==> src/bosm_defs.svh <==
// Purpose: constants for the blade operational state manager
// Assumes: 50 MHz management clock
// Notes:   byte values and timing counts only
`ifndef BOSM_DEFS_SVH
`define BOSM_DEFS_SVH
`define BOSM_MARKER_BYTE    8'h02
`define BOSM_REVISION_BYTE  8'h10
`define BOSM_CC_OK          8'h00
`define BOSM_CC_BAD_REQ     8'hCC
`define BOSM_RESP_LEN       3'd5
`define BOSM_SECOND_NS      64'd1000000000
`define BOSM_CLK_NS         64'd20
`define BOSM_SECOND_CYCLES  (`BOSM_SECOND_NS / `BOSM_CLK_NS)
`endif

==> src/bosm_pkg.sv <==
// Purpose: shared types for the blade operational state manager
// Assumes: nothing
// Notes:   state codes follow declaration order
`default_nettype none
package bosm_pkg;
  typedef enum logic [2:0] {
    BOSM_INACTIVE,
    BOSM_ACT_REQ,
    BOSM_ACT_PROG,
    BOSM_ACTIVE,
    BOSM_DEACT_REQ,
    BOSM_DEACT_PROG
  } bosm_state_t;
  typedef enum logic [1:0] {
    BOSM_CMD_NONE,
    BOSM_CMD_ACTIVATE,
    BOSM_CMD_DEACTIVATE
  } bosm_cmd_t;
endpackage : bosm_pkg
`default_nettype wire

==> src/bosm_props_resp.sv <==
// Purpose: serialises the five-byte properties answer
// Assumes: request byte presented with a one-cycle strobe
// Notes:   a busy answer ignores new queries
`default_nettype none
`include "bosm_defs.svh"
module bosm_props_resp
  import bosm_pkg::*;
(
  input  wire logic       clock_in,
  input  wire logic       reset_n_in,
  input  wire logic       enable_in,
  input  wire logic       query_in,
  input  wire logic [7:0] query_byte_in,
  input  wire logic [7:0] slot_count_in,
  input  wire logic [7:0] highest_module_index_in,
  output logic            resp_valid_out,
  output logic [7:0]      resp_byte_out,
  output logic            resp_last_out
);
  typedef struct packed {
    logic       busy;
    logic [2:0] idx;
    logic       bad;
    logic       vld;
    logic [7:0] data;
    logic       last;
  } bosm_resp_st_t;
  bosm_resp_st_t s_q, s_d;

  function automatic logic [7:0] resp_at(input logic [2:0] i, input logic bad,
                                         input logic [7:0] sc, input logic [7:0] hm);
    unique case (i)
      3'd0:    resp_at = bad ? `BOSM_CC_BAD_REQ : `BOSM_CC_OK;
      3'd1:    resp_at = `BOSM_MARKER_BYTE;
      3'd2:    resp_at = `BOSM_REVISION_BYTE;
      3'd3:    resp_at = sc;
      default: resp_at = hm;
    endcase
  endfunction : resp_at

  always_comb begin
    s_d     = s_q;
    s_d.vld = 1'b0;
    // last is a one-cycle mark, never left standing after the answer
    s_d.last = 1'b0;
    if (s_q.busy) begin
      s_d.vld  = 1'b1;
      s_d.data = resp_at(s_q.idx, s_q.bad, slot_count_in, highest_module_index_in);
      s_d.last = (s_q.idx == `BOSM_RESP_LEN - 3'd1) | s_q.bad;
      s_d.idx  = s_q.idx + 3'd1;
      if (s_d.last) s_d.busy = 1'b0;
    end else if (query_in) begin
      // wrong marker gets only a completion code
      s_d.busy = 1'b1;
      s_d.idx  = 3'd0;
      s_d.bad  = (query_byte_in != `BOSM_MARKER_BYTE);
    end
  end

  always_ff @(posedge clock_in) begin
    if (!reset_n_in) s_q <= '0;
    else if (enable_in) s_q <= s_d;
  end

  assign resp_valid_out = s_q.vld;
  assign resp_byte_out  = s_q.data;
  assign resp_last_out  = s_q.last;
endmodule : bosm_props_resp
`default_nettype wire

==> src/bosm_state_mgr.sv <==
// Purpose: blade operational state manager top
// Assumes: commands are one-cycle pulses, inputs synchronous
// Notes:   event queue is one deep; a new change overwrites a pending one
`default_nettype none
`include "bosm_defs.svh"
module bosm_state_mgr
  import bosm_pkg::*;
#(
  parameter int SLOT_W         = 6,
  parameter int SECOND_CYCLES  = int'(`BOSM_SECOND_CYCLES)
) (
  input  wire logic              clock_in,
  input  wire logic              reset_n_in,
  input  wire logic              enable_in,
  input  wire logic [SLOT_W-1:0] slot_position_number_in,
  input  wire logic              query_in,
  input  wire logic [7:0]        query_byte_in,
  input  wire logic [7:0]        slot_count_in,
  input  wire logic [7:0]        highest_module_index_in,
  input  wire logic              cmd_valid_in,
  input  wire bosm_cmd_t         cmd_in,
  input  wire logic              set_policy_in,
  input  wire logic              policy_value_in,
  input  wire logic              button_press_in,
  input  wire logic              activation_ok_in,
  input  wire logic              deactivation_ok_in,
  input  wire logic              payload_power_good_in,
  input  wire logic              payload_power_fail_in,
  input  wire logic              payload_off_request_in,
  input  wire logic              deactivation_done_in,
  input  wire logic              event_ready_in,
  output logic                   resp_valid_out,
  output logic [7:0]             resp_byte_out,
  output logic                   resp_last_out,
  output logic                   event_valid_out,
  output bosm_state_t            event_state_out,
  output bosm_state_t            state_out,
  output logic                   policy_out,
  output logic                   payload_power_out,
  output logic                   startup_done_out
);
  // elaboration checks: the second counter and slot compare cannot serve other sizes
  if (SLOT_W < 1 || SLOT_W > 8) begin : g_bad_slot_w
    $error("slot width unsupported");
  end
  if (SECOND_CYCLES < 1) begin : g_bad_second
    $error("second count must be positive");
  end

  typedef struct packed {
    bosm_state_t state;
    logic        policy;
    logic        power;
    logic        started;
    logic [31:0] tick;
    logic [SLOT_W-1:0] secs;
    logic        ev_pend;
    bosm_state_t ev_state;
  } bosm_st_t;
  bosm_st_t s_q, s_d;

  logic cmd_act, cmd_deact, forced_off;

  // extraction criteria: deactivate policy plus local approval
  function automatic logic extraction_met(input logic policy, input logic ok);
    extraction_met = !policy && ok;
  endfunction : extraction_met

  // one decode serves both command kinds
  function automatic logic cmd_is(input logic vld, input bosm_cmd_t cmd, input bosm_cmd_t kind);
    cmd_is = vld && (cmd == kind);
  endfunction : cmd_is

  // payload stays up from active until deactivation finishes
  function automatic logic holds_power(input bosm_state_t nxt, input logic was_on, input logic done);
    holds_power = (nxt == BOSM_ACTIVE) || (nxt == BOSM_DEACT_REQ) ||
                  (nxt == BOSM_DEACT_PROG && was_on && !done);
  endfunction : holds_power

  // the answer path runs from reset, so queries are served during the wait
  bosm_props_resp u_props (
    .clock_in                (clock_in),
    .reset_n_in              (reset_n_in),
    .enable_in               (enable_in),
    .query_in                (query_in),
    .query_byte_in           (query_byte_in),
    .slot_count_in           (slot_count_in),
    .highest_module_index_in (highest_module_index_in),
    .resp_valid_out          (resp_valid_out),
    .resp_byte_out           (resp_byte_out),
    .resp_last_out           (resp_last_out)
  );

  always_comb begin
    cmd_act    = cmd_is(cmd_valid_in, cmd_in, BOSM_CMD_ACTIVATE);
    cmd_deact  = cmd_is(cmd_valid_in, cmd_in, BOSM_CMD_DEACTIVATE);
    // payload loss or a payload-initiated off forces deactivation from BOSM_ACTIVE or BOSM_DEACT_REQ
    forced_off = payload_power_fail_in | payload_off_request_in;
    s_d        = s_q;

    // startup wait: slot position times one second
    if (!s_q.started) begin
      if (s_q.secs == slot_position_number_in) begin
        s_d.started = 1'b1;
      end else if (s_q.tick == 32'(SECOND_CYCLES - 1)) begin
        s_d.tick = '0;
        s_d.secs = s_q.secs + SLOT_W'(1);
      end else begin
        s_d.tick = s_q.tick + 32'd1;
      end
    end

    // button toggles policy; explicit command wins when both arrive
    if (button_press_in) begin
      s_d.policy = ~s_q.policy;
    end
    if (set_policy_in) begin
      s_d.policy = policy_value_in;
    end

    // the not-present state lives only on the manager side
    unique case (s_q.state)
      BOSM_INACTIVE: begin
        // insertion criteria: activate policy and local readiness
        if (s_q.policy && activation_ok_in) begin
          s_d.state = BOSM_ACT_REQ;
        end
      end
      BOSM_ACT_REQ: begin
        if (cmd_act) begin
          s_d.state = BOSM_ACT_PROG;
        end else if (cmd_deact || extraction_met(s_q.policy, deactivation_ok_in)) begin
          // denial or extraction criteria drop the request
          s_d.state = BOSM_INACTIVE;
        end
      end
      BOSM_ACT_PROG: begin
        if (cmd_deact || payload_power_fail_in || extraction_met(s_q.policy, deactivation_ok_in)) begin
          s_d.state = BOSM_DEACT_PROG;
        end else if (payload_power_good_in) begin
          // autonomous move once payload rails are good
          s_d.state = BOSM_ACTIVE;
        end
      end
      BOSM_ACTIVE: begin
        if (cmd_deact || forced_off) begin
          s_d.state = BOSM_DEACT_PROG;
        end else if (extraction_met(s_q.policy, deactivation_ok_in)) begin
          s_d.state = BOSM_DEACT_REQ;
        end
      end
      BOSM_DEACT_REQ: begin
        // manager approves with deactivate, denies with activate
        if (cmd_deact || forced_off) begin
          s_d.state = BOSM_DEACT_PROG;
        end else if (cmd_act) begin
          s_d.state = BOSM_ACTIVE;
        end
      end
      BOSM_DEACT_PROG: begin
        // no way back once deactivation has started
        if (deactivation_done_in) begin
          s_d.state  = BOSM_INACTIVE;
          s_d.policy = 1'b0;
        end
      end
    endcase

    s_d.power = holds_power(s_d.state, s_q.power, deactivation_done_in);

    // event handshake; held back until the startup wait ends
    if (s_q.ev_pend && event_ready_in && s_q.started) begin
      s_d.ev_pend = 1'b0;
    end
    // a fresh change wins over the clear, so the newest state is always reported
    if (s_d.state != s_q.state) begin
      s_d.ev_pend  = 1'b1;
      s_d.ev_state = s_d.state;
    end
  end

  // enable low freezes every field, the startup timer included
  always_ff @(posedge clock_in) begin
    if (!reset_n_in) begin
      s_q <= '0;
    end else if (enable_in) begin
      s_q <= s_d;
    end
  end

  assign event_valid_out   = s_q.ev_pend & s_q.started;
  assign event_state_out   = s_q.ev_state;
  assign state_out         = s_q.state;
  assign policy_out        = s_q.policy;
  assign payload_power_out = s_q.power;
  assign startup_done_out  = s_q.started;
endmodule : bosm_state_mgr
`default_nettype wire

==> config.mk <==
export PLATFORM = sky130hd
export DESIGN_NAME = bosm_state_mgr
export DESIGN_NICKNAME = d
export VERILOG_FILES = /design/src/bosm_pkg.sv /design/src/bosm_props_resp.sv /design/src/bosm_state_mgr.sv
export VERILOG_INCLUDE_DIRS = /design/src
export SDC_FILE = /design/constraint.sdc
export NUM_CORES = 1
export LEC_CHECK = 0
export CAP_MARGIN = 0
export CORE_AREA = 5 5 84 86
export CTS_CLUSTER_DIAMETER = 120
export CTS_CLUSTER_SIZE = 28
export DETAILED_ROUTE_END_ITERATION = 6
export DIE_AREA = 0 0 89 91
export DONT_BUFFER_PORTS = 1
export PLACE_DENSITY = 0.64
export SYNTH_ARGS = -nofsm -noshare
export SYNTH_HDL_FRONTEND = slang
export SYNTH_SLANG_ARGS = --single-unit
==> constraint.sdc <==
create_clock -name clock_in -period 2.3 [get_ports clock_in]
set_clock_uncertainty 0.1 [all_clocks]
set_input_delay 0.23 -clock clock_in [delete_from_list [all_inputs] [get_ports clock_in]]
set_output_delay 0.23 -clock clock_in [all_outputs]
set_load 0.005 [all_outputs]
==> results of run 1 <==
power by group through the flow:
| stage | combinational [W] | sequential [W] | clock [W] |
|---|---|---|---|
| after CTS | 0.000237 | 0.00115 | 0.00106 |
| final | 0.000239 | 0.00116 | 0.00104 |
| after global routing | 0.000268 | 0.00116 | 0.00112 |
| after global placement | 0.000206 | 0.00118 | 0 |
| after detailed placement | 0.000208 | 0.00118 | 0 |
| after floorplan | 0.000196 | 0.00117 | 0 |
cells in the mapped netlist, drive strengths merged (2+ instances only):
cell	count
and2	6
and3	3
o21ai	18
mux2i	3
xnor2	11
dfxtp	63
xor2	28
nor2	68
nor4b	5
a22oi	2
clkbuf	10
nand2	22
nand3	25
ha	7
or3	5
a31oi	3
a221oi	8
a311oi	2
and4	4
nor3	9
a21o	2
nand3b	3
o31ai	2
a211oi	2
nor2b	4
a21oi	21
nor4	3
o211ai	3
buf	19
nand2b	5
nand4	9
inv	8
metrics by stage:
step / instance area (µm²) / setup TNS, ps / cells / worst slack [ps]
floorplan: 3268 / 0 / 397 / 222.5
global placement: 3323 / 0 / 460 / 158.3
detailed placement: 3323 / 0 / 460 / 103.4
CTS: 3705 / 0 / 492 / 17.65
global route: 3745 / -22.37 / 493 / -11.77
finish: 3745 / 0 / 493 / 83.68
cells by family (layout without fill, tap and decap cells):
group / Yosys count / in the layout / synth area share (%)
xor+xnor: 39 / 39 / 10.45
fa+ha+maj: 7 / 7 / 2.680
buf+inv: 38 / 57 / 6.126
mux: 3 / 3 / 0.9189
compound gates: 73 / 73 / 14.59
simple gates: 174 / 174 / 26.65
flops: 63 / 63 / 38.59
state kept, by name, summed over array words and instances, names as in the netlist, 3 cells and up:
| register | flops |
|---|---|
| event_state_out | 3 |
| s_q | 39 |
| state_out | 3 |
| u_props.resp_byte_out | 8 |
| u_props.s_q | 5 |
per-layer routing:
metal,up-vias,GRT usage [%]
met2,98,30.07
met5,-,0
met1,1313,22.94
li1,1416,-
met4,0,7.568
met3,13,4.072
tightest hold or removal path, cell delays in order:
cell	delay, ps
nand3_1	50
nand2_1	70
a21oi_1	50
repair_timing:
item | 4_1_cts | 5_1_grt
hold buffers | 17 | 0
buffers inserted | 0 | 1
resized for setup | 0 | 10
endpoints found under the hold margin | 16 | 0
endpoints found under the setup margin | 0 | 10
worst max-delay path by stage:
| stage | startpoint | to | slack (ps) | depth (start not counted) |
|---|---|---|---|---|
| 6_report | u_props.s_q[11] | u_props.resp_byte_out[7] | 80 | 8 |
| 4_1_cts | u_props.s_q[11] | u_props.resp_byte_out[7] | 20 | 8 |
| 2_1_floorplan | policy_out | event_state_out[2] | 220 | 7 |
| 3_3_place_gp | policy_out | event_state_out[2] | 160 | 7 |
| 5_1_grt | u_props.s_q[11] | u_props.resp_byte_out[2] | -10 | 8 |
| 3_5_place_dp | policy_out | event_state_out[2] | 100 | 7 |
cell type report:
cell class                      instances  area share, %
Multi-Input combinational cell        296          48.88
Sequential cell                        63          33.85
Timing Repair Buffer                   33          8.152
Clock buffer                           11          3.775
Tap cell                               77          2.573
Clock inverter                          4          1.871
Inverter                                9         0.9021
==> qor.txt, run 1 <==
run status -> completed
yosys warns -> 0
area grow syn2layout -> 14.59%
Initial Util -> 52.67%
Worst setup EP type -> flop
Mapped Cells -> 397
Flop pwr share -> 47.5%
sequential area share after synthesis -> 38.59%
Worst EP required -> 2480 ps
worst reg2reg setup slack -> 80 ps
DR iter-0 viols -> 91
row count -> 29
Placer Congestion -> 0.8788
Synth Flop Type -> dfxtp_1
WP data arrival -> 2400 ps
# Max-Cap Violations -> 0
GR Overflow Total -> 0
Lkg Pwr -> 1.407 nW
most frequent cells in the layout -> 68 x nor2_1, 60 x dfxtp_1, 28 x xor2_1
HPWL Detailed -> 5152 µm
Worst setup SP type -> flop
worst r2r path cells -> 8
TritonCTS buffer count -> 9
Hold Slack -> 11.82 ps
CTS H-tree lvls -> 3
clock power share -> 42.7%
mean routed wirelength per cell -> 14.97 µm
Skew-Pair Late Insertion Delay -> 340 ps
flops & latches, synth -> 63
number of synthesized flops with an enable pin -> 0
Die W -> 89 µm
CTS root buffer -> clkbuf_8
multi-input logic area -> 1831 µm²
period utilization -> 96.36%
initial antenna violation count -> 0
# nets final -> 466
Internal -> 0.001867 W
Overall Global Routing Usage -> 18.32%
highest net fanout along the worst path -> 6
clock-pin transition on the worst setup and hold timing paths -> 70 ps
Mapped Nets -> 451
Met1 Wirelength -> 3199 µm
crit-path cells -> inv_1 -> ha_1 -> or3_1 -> a21oi_2 -> buf_4 -> a221oi_1 -> dlygate4sd3_1 -> nor2_1
synth top area cells -> dfxtp_1 39%, nor2_1 7.8%, xor2_1 7.5%
Final Total Pwr -> 0.002432 W
commonest non-fill, non-tap cell in the layout -> nor2_1
largest net degree at the start of global routing -> 31
IO Pins -> 67
CP peak stage delay -> 590 ps
Port Buffers -> 0
RR Endpoint -> u_props.resp_byte_out[7]
DR vias/cell -> 5.761
hold depth -> 3
core area -> 6205 µm²
final setup fails -> 0
die height -> 91 µm
net load switching power -> 0.0005650 W
post-synth top area share -> 38.59%
CTS tree -> done
Slew Viols, Final -> 0
worst-margin pin slew -> 791.9 ps
CP max stage cell -> dlygate4sd3_1
Sw Share -> 23.23%
Clock Path Buffers -> 2
Sequential Area -> 1267 µm²
worst vdd ir -> 432.4 µV
Syn Std Cell Area -> 3268 µm²
Hold Path Class -> input pin to flop
number of buffer and inverter stages on the critical path -> 3
Max Used Layer -> met4
wire length on met2 -> 3474 µm
share of layout cells above drive strength 1 -> 10.10%
CTS Sinks -> 63
FFs w/ async S/R, synth -> 0%
diode count -> 0
# DRC -> 0
vias -> 2840
crit path kind -> flop to flop
Hold Vio Cnt, Final -> 0
distinct cell type count after synthesis -> 52
Avg Cell Area, Syn -> 8.232 µm²
DRT Wirelength -> 7382 µm
Worst slew margin -> 46.80%
DIE AREA -> 8099 µm²
R2R Path Start -> u_props.s_q[11]
final core occ -> 60.35%
fmax -> 451.2 MHz
Gate power share -> 9.8%
drt pass-1 iters -> 4
min cycle time layout -> 2216 ps
# fillers -> 572
hold_sp -> enable_in
first-pass GRT wire length -> 12090 µm
vias in the first global route -> 2665
crit-path leading delay family -> buffers and inverters
ANT nets after route -> 0
Pwr Density -> 649.4 nW/µm²
Worst Hold Endpoint -> s_q[3]
cell taking the most area after synthesis -> dfxtp_1
total length of routed met3 wires -> 565 µm
(Power assumes the default switching activity.)
==> run 2, diff against run 1 <==
Settings changed: CORE_AREA 5 5 84 86 to 5 5 79 81, DIE_AREA 0 0 89 91 to 0 0 84 86, PLACE_DENSITY 0.64 to 0.72.
Clock period 2.3 ns to 2.4 ns, I/O delays scaled along.
==> qor.txt, run 2 (synthesized netlist as in run 1, its figures left out) <==
Worst slew margin -> 49.17% (was 46.80%)
final setup fails -> 0 (unchanged)
largest register by flop count -> s_q (unchanged)
RSZ-0062 raised after global routing -> false
Initial Util -> 60.46% (was 52.67%)
first-pass GRT wire length -> 11740 µm (was 12090 µm)
DIE AREA -> 7224 µm² (was 8099 µm²)
area grow syn2layout -> 11.64% (was 14.59%)
diode count -> 0 (unchanged)
Worst setup EP type -> flop (unchanged)
die height -> 86 µm (was 91 µm)
CTS H-tree lvls -> 3 (unchanged)
drt pass-1 iters -> 4 (unchanged)
DRT Wirelength -> 6999 µm (was 7382 µm)
most frequent cells in the layout -> 68 x nor2_1, 62 x dfxtp_1, 28 x xor2_1 (was 68 x nor2_1, 60 x dfxtp_1, 28 x xor2_1)
highest net fanout along the worst path -> 5 (was 6)
share of layout cells above drive strength 1 -> 8.293% (was 10.10%)
Worst EP required -> 2510 ps (was 2480 ps)
Overall Global Routing Usage -> 19.92% (was 18.32%)
Worst setup SP type -> flop (unchanged)
HPWL Detailed -> 4893 µm (was 5152 µm)
min cycle time layout -> 2218 ps (was 2216 ps)
Final Total Pwr -> 0.002322 W (was 0.002432 W)
Hold Vio Cnt, Final -> 0 (unchanged)
Clock Path Buffers -> 2 (unchanged)
WP data arrival -> 2330 ps (was 2400 ps)
worst-margin pin slew -> 756.6 ps (was 791.9 ps)
Area after DPL -> 3289 µm² (was 3323 µm²)
row count -> 27 (was 29)
fmax -> 450.9 MHz (was 451.2 MHz)
worst vdd ir -> 406.5 µV (was 432.4 µV)
# Max-Cap Violations -> 0 (unchanged)
TritonCTS buffer count -> 9 (unchanged)
vias in the first global route -> 2509 (was 2665)
Gate power share -> 9.4% (was 9.8%)
DP Worst Slack -> 151.4 ps (was 103.4 ps)
clock-pin transition on the worst setup and hold timing paths -> 70 ps (about the same)
DR iter-0 viols -> 105 (was 91)
crit path kind -> flop to flop (unchanged)
core area -> 5405 µm² (was 6205 µm²)
post-route setup TNS -> 0 ps (unchanged)
Final Cell Area -> 3649 µm² (was 3745 µm²)
Sequential Area -> 1262 µm² (was 1267 µm²)
Lkg Pwr -> 1.330 nW (was 1.407 nW)
Hold Path Class -> input pin to flop (unchanged)
Placer Congestion -> 0.8477 (was 0.8788)
Slew Viols, Final -> 0 (unchanged)
Sw Share -> 23.29% (was 23.23%)
Pwr Density -> 636.5 nW/µm² (was 649.4 nW/µm²)
Die W -> 84 µm (was 89 µm)
Port Buffers -> 0 (unchanged)
Final WS setup -> 182.2 ps (was 83.68 ps)
period utilization -> 92.41% (was 96.36%)
run status -> completed (unchanged)
Internal -> 0.001781 W (was 0.001867 W)
# nets final -> 460 (was 466)
clock power share -> 42.8% (was 42.7%)
# fillers -> 478 (was 572)
IO Pins -> 67 (unchanged)
CTS root buffer -> clkbuf_8 (unchanged)
# DRC -> 0 (unchanged)
Skew-Pair Late Insertion Delay -> 340 ps (about the same)
Flop pwr share -> 47.8% (was 47.5%)
CTS tree -> done (unchanged)
ANT nets after route -> 0 (unchanged)
mean routed wirelength per cell -> 14.52 µm (was 14.97 µm)
commonest non-fill, non-tap cell in the layout -> nor2_1 (unchanged)
multi-input logic area -> 1813 µm² (was 1831 µm²)
Largest register FFs -> 39 (unchanged)
CTS Sinks -> 63 (unchanged)
vias -> 2714 (was 2840)
largest net degree at the start of global routing -> 26 (was 31)
net load switching power -> 0.0005409 W (was 0.0005650 W)
initial antenna violation count -> 0 (unchanged)
GR Overflow Total -> 0 (unchanged)
DR vias/cell -> 5.631 (was 5.761)
run 2: power groups by stage:
stage,Combinational (W),Sequential [W],Clock [W]
floorplan,0.000188,0.00112,0
global placement,0.000188,0.00113,0
detailed placement,0.000193,0.00113,0
CTS,0.000217,0.00111,0.00102
global route,0.000243,0.00111,0.00108
finish,0.000217,0.00111,0.000995
run 2: area by class of cell:
cell class | count | area share, %
clock buffers | 11 | 3.875
clock inverters | 4 | 1.920
inverters | 9 | 0.9259
multi-input cells | 296 | 49.69
flip-flops and latches | 63 | 34.60
well taps | 72 | 2.469
repair buffers | 27 | 6.516
run 2: timing repair:
item	CTS	global route
hold buffers	14	0
setup endpoints to repair	0	2
endpoints found under the hold margin	16	0
resized for setup	0	2
buffers inserted	0	0
run 2: worst max-delay path, stage by stage, from the launching register on:
cell,delay (ps)
dfxtp_1,370
nor2b_1,70
a311o_1,350
a21oi_1,140
or3b_1,410
a221o_1,400
a21oi_1,190
a211oi_1,60
run 2: per-layer routing:
layer	GRT usage [%]	vias to the layer above	part of all wire [%]
li1	-	1410	-
met1	24.42	1243	45
met2	32.54	54	48
met3	6.148	7	5.6
met4	8.333	0	1.3
met5	0	-	0
run 2: metrics by stage:
step / std cells / utilization (%) / hold slack (ps)
final: 482 / 67.50 / 10.27
after CTS: 482 / 67.36 / 0.3787
after floorplan: 397 / - / 278.7
after global routing: 482 / 67.50 / 8.996
after detailed placement: 453 / 60.86 / 243.7
after global placement: 453 / 60.86 / 240.7
run 2: path summary, 6_finish.rpt:
kind         cells past startpoint  slack [ps]            endpoint             start
max                              7         180  event_state_out[1]        policy_out
min                              2          10     u_props.s_q[10]  query_byte_in[0]
max reg2reg                      7         180  event_state_out[1]        policy_out
min reg2reg                      2         360              s_q[3]            s_q[3]
